==> src/verilog/btsd_defs.vh <==
// Purpose: Shared constants for the bit test and skip decoder.
// Assumes: Included by bare name from the design files.
// Notes:   Every opcode, field position, limit and phase code lives here.
`ifndef BTSD_DEFS_VH
`define BTSD_DEFS_VH

// Opcode prefix for the skip when clear form.
`define BTSD_OP_TEST_CLEAR   4'hB
// Opcode prefix for the skip when set form.
`define BTSD_OP_TEST_SET     4'hA

// Field positions inside the 16-bit instruction word.
`define BTSD_OP_HI           15
`define BTSD_OP_LO           12
`define BTSD_BIT_HI          11
`define BTSD_BIT_LO          9
`define BTSD_ACC_POS         8
`define BTSD_FILE_HI         7
`define BTSD_FILE_LO         0

// Highest file address handled by indexed literal offset addressing.
`define BTSD_INDEX_LIMIT     8'h5F
// First file address that maps to the upper half of the shared bank.
`define BTSD_ACC_SPLIT       8'h60
// Bank number used for the upper half of the shared bank.
`define BTSD_ACC_HIGH_BANK   4'hF
// Bank number used for the lower half of the shared bank.
`define BTSD_ACC_LOW_BANK    4'h0

// Quadrature phase codes, one clock each.
`define BTSD_Q1              2'h0
`define BTSD_Q2              2'h1
`define BTSD_Q3              2'h2
`define BTSD_Q4              2'h3

// Controller state codes.
`define BTSD_ST_IDLE         2'h0
`define BTSD_ST_TEST         2'h1
`define BTSD_ST_SKIP         2'h2

// Word counts of the following instruction.
`define BTSD_WORDS_ONE       2'h1
`define BTSD_WORDS_THREE     2'h3

`endif

==> src/verilog/unused.v <==
`timescale 1ns/1ns

==> src/verilog/btsd_addr_form.v <==
// Purpose: Forms the data memory address of the tested file register.
// Assumes: Purely combinational; the caller registers the result.
// Notes:   Shared bank, banked and indexed literal offset forms are covered.
`timescale 1ns/1ns
`include "btsd_defs.vh"

module btsd_addr_form #(
	parameter BANK_W = 4,
	parameter AW     = 12
) (
	// Operand fields of the instruction.
	input  wire [7:0]        file_addr,
	input  wire              access_sel,
	// Core state that steers the address.
	input  wire              ext_set_en,
	input  wire [BANK_W-1:0] bank_pointer_register,
	input  wire [AW-1:0]     index_base,
	// Formed address.
	output reg  [AW-1:0]     data_addr,
	output reg               indexed
);

	// Selects one of the three addressing forms.
	always @*
	begin
		indexed   = 1'b0;
		data_addr = {AW{1'b0}};
		if (access_sel)
		begin
			// Banked access through the bank pointer.
			data_addr = {bank_pointer_register, file_addr};
		end
		else if (ext_set_en && (file_addr <= `BTSD_INDEX_LIMIT))
		begin
			// Indexed literal offset from the index base.
			indexed   = 1'b1;
			data_addr = index_base + {{(AW-8){1'b0}}, file_addr};
		end
		else if (file_addr < `BTSD_ACC_SPLIT)
		begin
			// Lower half of the shared bank.
			data_addr = {`BTSD_ACC_LOW_BANK, file_addr};
		end
		else
		begin
			// Upper half of the shared bank.
			data_addr = {`BTSD_ACC_HIGH_BANK, file_addr};
		end
	end

endmodule

==> src/verilog/btsd_decoder.v <==
// Purpose: Decode and cycle control of the two bit test and skip instructions.
// Assumes: One clock per quadrature phase, four clocks per instruction cycle.
// Notes:   The fetch unit offers a word at Q1 and the word count of the next one.
//
// What this block does
// - Prefix 1011 selects bit test skip clear.
// - Prefix 1010 selects bit test skip set.
// - Clear form skips when bit is zero.
// - Set form skips when bit is one.
// - Skip discards prefetch, costs two cycles.
// - Two-word skip three cycles, three-word four.
// - Extra cycles idle; first cycle reads, evaluates.
// - Access bit picks shared or pointer bank.
// - Extended set indexes addresses up to 5Fh.
`timescale 1ns/1ns
`include "btsd_defs.vh"

module btsd_decoder #(
	parameter BANK_W = 4,
	parameter AW     = 12
) (
	// Clock and reset.
	input  wire              clk,
	input  wire              nrst,
	// Fetch side.
	input  wire [15:0]       instr_word,
	input  wire              instr_valid,
	input  wire [1:0]        next_words,
	// Core configuration.
	input  wire              ext_set_en,
	input  wire [BANK_W-1:0] bank_pointer_register,
	input  wire [AW-1:0]     index_base,
	// Data memory path.
	output wire [AW-1:0]     data_addr,
	output wire              data_rd,
	input  wire [7:0]        data_rdata,
	// Execution status.
	output wire [1:0]        q_phase,
	output wire              busy,
	output wire              nop_cycle,
	output wire              discard_prefetch,
	output wire              instr_done,
	output wire              skip_taken,
	output wire              indexed_mode,
	// Write enables that this block never raises.
	output wire              file_we,
	output wire              status_we
);

	reg  [1:0]    q_r;            // Current quadrature phase.
	reg  [1:0]    state_r;        // Controller state.
	reg  [1:0]    state_nxt;      // Next controller state.
	reg  [15:0]   word_r;         // Latched instruction word.
	reg           kind_set_r;     // High for the skip when set form.
	reg           skip_r;         // Result of the bit evaluation.
	reg  [1:0]    extra_r;        // Inserted cycles still to run.
	reg  [AW-1:0] addr_r;         // Registered data address.
	reg           rd_r;           // Read strobe during Q2.
	reg           indexed_r;      // Indexed form in use.
	reg           discard_r;      // Prefetch discard pulse.
	reg           done_r;         // Instruction finished pulse.
	wire [1:0]    op_words;       // Sanitised count of skipped words.
	wire          hit_clear;      // Word is the skip when clear form.
	wire          hit_set;        // Word is the skip when set form.
	wire [AW-1:0] formed_addr_now;    // Address formed from the offered word.
	wire          formed_indexed_now; // Indexed flag for the offered word.
	wire [2:0]    bit_idx;        // Index of the tested bit.
	wire          tested_bit;     // Value of the tested bit.

	// Opcode recognition on the offered word.
	assign hit_clear = (instr_word[`BTSD_OP_HI:`BTSD_OP_LO] == `BTSD_OP_TEST_CLEAR);
	assign hit_set   = (instr_word[`BTSD_OP_HI:`BTSD_OP_LO] == `BTSD_OP_TEST_SET);

	// Bit selection from the returned data byte.
	assign bit_idx    = word_r[`BTSD_BIT_HI:`BTSD_BIT_LO];
	assign tested_bit = data_rdata[bit_idx];

	// A zero word count is treated as a single word; counts of one to three pass through.
	assign op_words = (next_words == 2'h0) ? `BTSD_WORDS_ONE : next_words;

	// Phase counter runs freely; each instruction cycle spans Q1 to Q4.
	always @(posedge clk)
	begin
		if (!nrst)
			q_r <= `BTSD_Q1;
		else
			q_r <= q_r + 2'h1;
	end

	// Next state: a test starts at Q1, each cycle ends at Q4.
	always @*
	begin
		state_nxt = state_r;
		case (state_r)
			`BTSD_ST_IDLE:
			begin
				// Accept a recognised word only at the start of a cycle.
				if ((q_r == `BTSD_Q1) && instr_valid && (hit_clear || hit_set))
					state_nxt = `BTSD_ST_TEST;
			end
			`BTSD_ST_TEST:
			begin
				// The decision falls at Q4 of the test cycle.
				if (q_r == `BTSD_Q4)
					state_nxt = skip_r ? `BTSD_ST_SKIP : `BTSD_ST_IDLE;
			end
			`BTSD_ST_SKIP:
			begin
				// Leave after the last inserted cycle.
				if ((q_r == `BTSD_Q4) && (extra_r == `BTSD_WORDS_ONE))
					state_nxt = `BTSD_ST_IDLE;
			end
			default:
			begin
				state_nxt = `BTSD_ST_IDLE;
			end
		endcase
	end

	// State register.
	always @(posedge clk)
	begin
		if (!nrst)
			state_r <= `BTSD_ST_IDLE;
		else
			state_r <= state_nxt;
	end

	// Latch the instruction during its decode phase.
	always @(posedge clk)
	begin
		if (!nrst)
		begin
			word_r     <= 16'h0000;
			kind_set_r <= 1'b0;
		end
		else if ((state_r == `BTSD_ST_IDLE) && (state_nxt == `BTSD_ST_TEST))
		begin
			word_r     <= instr_word;
			kind_set_r <= hit_set;
		end
	end

	// Read at Q2, evaluate at Q3, only in the first cycle of the test.
	always @(posedge clk)
	begin
		if (!nrst)
		begin
			addr_r    <= {AW{1'b0}};
			rd_r      <= 1'b0;
			indexed_r <= 1'b0;
			skip_r    <= 1'b0;
		end
		else
		begin
			// The strobe lasts exactly the Q2 clock.
			rd_r <= (state_nxt == `BTSD_ST_TEST) && (q_r == `BTSD_Q1);
			if ((state_nxt == `BTSD_ST_TEST) && (q_r == `BTSD_Q1))
			begin
				// Address is formed from the offered word, not from word_r, which is latched on this same edge.
				addr_r    <= formed_addr_now;
				indexed_r <= formed_indexed_now;
			end
			if ((state_r == `BTSD_ST_TEST) && (q_r == `BTSD_Q3))
			begin
				// Clear form skips on zero, set form skips on one.
				if (kind_set_r)
					skip_r <= tested_bit;
				else
					skip_r <= ~tested_bit;
			end
			else if (state_r == `BTSD_ST_IDLE)
				skip_r <= 1'b0;
		end
	end

	// The word is latched on the Q1 edge, so the address is formed from the input.
	btsd_addr_form #(
		.BANK_W (BANK_W),
		.AW     (AW)
	) u_addr_now (
		.file_addr             (instr_word[`BTSD_FILE_HI:`BTSD_FILE_LO]),
		.access_sel            (instr_word[`BTSD_ACC_POS]),
		.ext_set_en            (ext_set_en),
		.bank_pointer_register (bank_pointer_register),
		.index_base            (index_base),
		.data_addr             (formed_addr_now),
		.indexed               (formed_indexed_now)
	);

	// Inserted cycle counter and end of instruction pulses.
	always @(posedge clk)
	begin
		if (!nrst)
		begin
			extra_r   <= 2'h0;
			discard_r <= 1'b0;
			done_r    <= 1'b0;
		end
		else
		begin
			discard_r <= 1'b0;
			done_r    <= 1'b0;
			if ((state_r == `BTSD_ST_TEST) && (q_r == `BTSD_Q4))
			begin
				// One inserted cycle per word of the skipped instruction.
				extra_r   <= skip_r ? op_words : 2'h0;
				discard_r <= skip_r;
				done_r    <= ~skip_r;
			end
			else if ((state_r == `BTSD_ST_SKIP) && (q_r == `BTSD_Q4))
			begin
				// Inserted cycles perform nothing but count down.
				extra_r <= extra_r - 2'h1;
				done_r  <= (extra_r == `BTSD_WORDS_ONE);
			end
		end
	end

	// Status outputs.
	assign q_phase          = q_r;
	assign busy             = (state_r != `BTSD_ST_IDLE);
	assign nop_cycle        = (state_r == `BTSD_ST_SKIP);
	assign discard_prefetch = discard_r;
	assign instr_done       = done_r;
	assign skip_taken       = skip_r && (state_r != `BTSD_ST_IDLE);
	assign indexed_mode     = indexed_r;
	assign data_addr        = addr_r;
	assign data_rd          = rd_r;

	// Testing never writes the file register or any status flag.
	assign file_we   = 1'b0;
	assign status_we = 1'b0;

endmodule

==> config.mk <==
export PLATFORM = sky130hd
export DESIGN_NAME = btsd_decoder
export DESIGN_NICKNAME = d
export VERILOG_FILES = /design/src/verilog/unused.v /design/src/verilog/btsd_addr_form.v /design/src/verilog/btsd_decoder.v
export VERILOG_INCLUDE_DIRS = /design/src /design/src/verilog
export SDC_FILE = /design/constraint.sdc
export NUM_CORES = 1
export LEC_CHECK = 0
export ABC_AREA = 1
export BUFFER_PORTS_ARGS = -buffer_cell sky130_fd_sc_hd__clkbuf_2
export CORE_MARGIN = 10
export CORE_UTILIZATION = 31
export CTS_CLUSTER_DIAMETER = 120
export DETAILED_ROUTE_END_ITERATION = 7
export PLACE_DENSITY = 0.56
export SYNTH_ARGS = -nofsm -noshare
export SYNTH_HDL_FRONTEND = slang
export SYNTH_HIERARCHICAL = 1
export SYNTH_SLANG_ARGS = --single-unit
==> constraint.sdc <==
create_clock -name clk -period 1.9 [get_ports clk]
set_clock_uncertainty 0.15 [all_clocks]
set_input_delay 0.19 -clock clk [delete_from_list [all_inputs] [get_ports clk]]
set_output_delay 0.19 -clock clk [all_outputs]
set_load 0.01 [all_outputs]
==> flow_metrics.env <==
export IMPL_status="finished clean"
export IMPL_synth_fa_ha_area_frac=0.0837
export IMPL_p_per_area_nw_per_um2=500
export IMPL_synthCells=299
export IMPL_cp_max_fo=7
export IMPL_seqPwrFrac=0.452
export IMPL_netSwitchingPower_uw=411
export IMPL_final_setup_worst_slack_ns=0.171
export IMPL_cts_path_max_buffers=2
export IMPL_synth_simple_area_share=0.338
export IMPL_n_fill_cell=676
export IMPL_dpl_hpwl_um=4620
export IMPL_h_tree_depth=1
export IMPL_end_kind="flop"
export IMPL_slew_violations=0
export IMPL_finalPower_uw=1310
export IMPL_io_buffers=66
export IMPL_dieArea_um2=10200
export IMPL_fin_crit_ns=1.73
export IMPL_synth_xor_area_share=0.0215
export IMPL_dp_slack_ns=-0.0591
export IMPL_yosys_warnings=6
export IMPL_avgSynthCellArea_um2=6.80
export IMPL_die_x_um=101
export IMPL_synth_seq_area_share=0.266
export IMPL_core_area_um2=6350
export IMPL_hold_end="extra_r[1]"
export IMPL_cts_made_buffers=3
export IMPL_cts_sinks=27
export IMPL_drt_wirelength_per_cell_um=12.0
export IMPL_p_clk_frac=0.250
export IMPL_hold_violations=0
export IMPL_grt_max_degree=20
export IMPL_cp_required_ns=1.96
export IMPL_yosys_area_top_type_share=0.266
export IMPL_grt_ovfl_total=0
export IMPL_cp_arrival_ns=1.79
export IMPL_drt_total_wl_um=5480
export IMPL_ioPinCount=69
export IMPL_hold_path_class="in -> reg"
export IMPL_yosysUniqueCellTypes=35
export IMPL_drv_cap=0
export IMPL_layout_common_cells="72 x nand2_1, 66 x clkbuf_2, 45 x inv_1, 27 x dfxtp_1, 26 x nand3_1"
export IMPL_vias_per_cell=4.54
export IMPL_initial_core_util=0.320
export IMPL_clk_latency_ns=0.27
export IMPL_final_common_cell="nand2_1"
export IMPL_grt_pass1_wl_um=9250
export IMPL_comb_power_share=0.299
export IMPL_grtUsageTotal=0.108
export IMPL_drt_first_pass_iters=4
export IMPL_synth_seq_cells=27
export IMPL_p_int_uw=895
export IMPL_rsz0062_at_grt="false"
export IMPL_drive_gt1_frac=0.322
export IMPL_post_route_util=0.412
export IMPL_fin_crit_sh=0.910
export IMPL_syn_cell_area_um2=2030
export IMPL_swShare=0.314
export IMPL_drt_iter0_markers=78
export IMPL_grt_pass1_vias=2076
export IMPL_num_rows=29
export IMPL_fin_nets=439
export IMPL_root_buffer="clkbuf_8"
export IMPL_reg2reg_slack_ns=0.17
export IMPL_fmax_mhz=578
export IMPL_num_vias=2071
export IMPL_power_leakage_uw=0.00130
export IMPL_reg2reg_to="data_addr[8]"
export IMPL_setup_viol=0
export IMPL_synth_compound_gate_area_share=0.170
export IMPL_synth_area_leaders="dfxtp_1 27%, nand2_1 13%, inv_1 8.3%, ha_1 7.4%, nand3_1 6.4%"
export IMPL_hold_depth=3
export IMPL_globalplace_congestion=0.866
export IMPL_cp_start_kind="flop"
export IMPL_synth_top_family_by_area="simple AND/OR/NAND/NOR gates"
export IMPL_cts_clk_slew_worst_paths_ns=0.10
export IMPL_rr_startpoint="q_phase[0]"
export IMPL_synth_area_leader_cell="dfxtp_1"
export IMPL_peakVddDrop_mv=0.270
export IMPL_die_y_um=101
export IMPL_crit_type="reg -> reg"
export IMPL_hold_start="next_words[1]"
export IMPL_diodes=0
export IMPL_syn_to_final_growth_pct=28.6
export IMPL_ant_nets=0
export IMPL_route_detailed_drc=0
export IMPL_cts_tree="yes"
export IMPL_synth_mux_area_frac=0
export IMPL_antenna_found_initial=0
export IMPL_ff2ff_path_depth=9
[stage by stage]
stage	instance area [um^2]	hold WS, ns	TNS (ns)	cells
after floorplan	2040	0.133	0	300
after global placement	2520	0.300	-0.0114	449
after detailed placement	2520	0.305	-0.123	449
after global routing	2610	0.0265	0	456
after CTS	2570	0.0126	0	453
final	2610	0.0144	0	456
[per-layer routing]
metal,GRT usage,part of all wire
met1,0.126,0.45
met5,0,0
met2,0.184,0.45
met4,0.0257,0.0089
met3,0.0370,0.092
[sequential cells by signal, indices dropped and copies added (netlist names)]
register and count:
skip_r 1, state_r 2, data_addr 12, word_r 3
extra_r 2, instr_done 1, data_rd 1, kind_set_r 1
discard_prefetch 1, indexed_mode 1, q_phase 2
[Yosys cell counts]
master,number
nand3_4,1
a21boi_1,1
o21ai_1,3
nand3_1,26
buf_2,1
xor2_1,2
o21ai_0,11
nand3_2,9
inv_2,2
o21bai_1,1
o21ai_2,6
a21oi_4,1
nand2_1,72
conb_1,1
buf_4,2
inv_1,45
xnor2_1,3
dfxtp_1,27
ha_1,12
buf_6,3
a21oi_1,15
fa_1,1
clkbuf_1,2
nor3_1,2
a21oi_2,10
nand4_1,5
clkinv_1,1
nor2_1,24
a31oi_1,2
nor2_4,2
nand3b_1,1
nand2_2,2
a41oi_1,1
a21o_1,1
or2_2,1
[how the worst max path moves through the flow]
stage / slack [ns] / cells after the start / endpoint / start
CTS: 0.11 / 9 / data_addr[6] / q_phase[0]
global route: 0.04 / 9 / data_addr[2] / q_phase[0]
finish: 0.17 / 9 / data_addr[8] / q_phase[0]
floorplan: 0.14 / 10 / data_addr[4] / q_phase[0]
detailed placement: -0.06 / 10 / data_addr[10] / instr_word[0]
global placement: -0.01 / 11 / data_addr[8] / instr_word[0]
[power groups by stage]
stage	combinational (uW)	sequential, uW	clock [uW]
floorplan	240	606	0
global placement	383	604	0
detailed placement	385	603	0
CTS	386	590	336
global route	444	593	361
finish	390	590	326
[critical path, stage by stage, from the launching register on]
cell and delay [ns]:
dfxtp_1 0.35, inv_1 0.09, ha_2 0.19, nand2_1 0.06
clkinv_1 0.06, nand3_4 0.09, a21oi_4 0.27, clkbuf_16 0.21
nand3_2 0.06, a21oi_2 0.13
[layout make-up]
class | count | area [um^2] | area share
Inverter | 48 | 180 | 0.0689
Clock buffer | 3 | 41.3 | 0.0158
Timing Repair Buffer | 83 | 488 | 0.187
Sequential cell | 27 | 541 | 0.207
Multi-Input combinational cell | 217 | 1260 | 0.483
Clock inverter | 1 | 5.00 | 0.00191
Tap cell | 77 | 96.3 | 0.0369
[logic make-up after synthesis]
family	after synthesis
simple gates	145
buf+inv	56
compound gates	52
flops	27
fa+ha+maj	13
xor+xnor	5
other cells	1
[what timing repair did]
action / in CTS / in global routing
buffers inserted: 0 / 2
gates resized for setup: 0 / 2
hold buffers: 0 / 0
setup endpoints to repair: 0 / 13
Note: power is estimated with default switching activity, not from simulation.
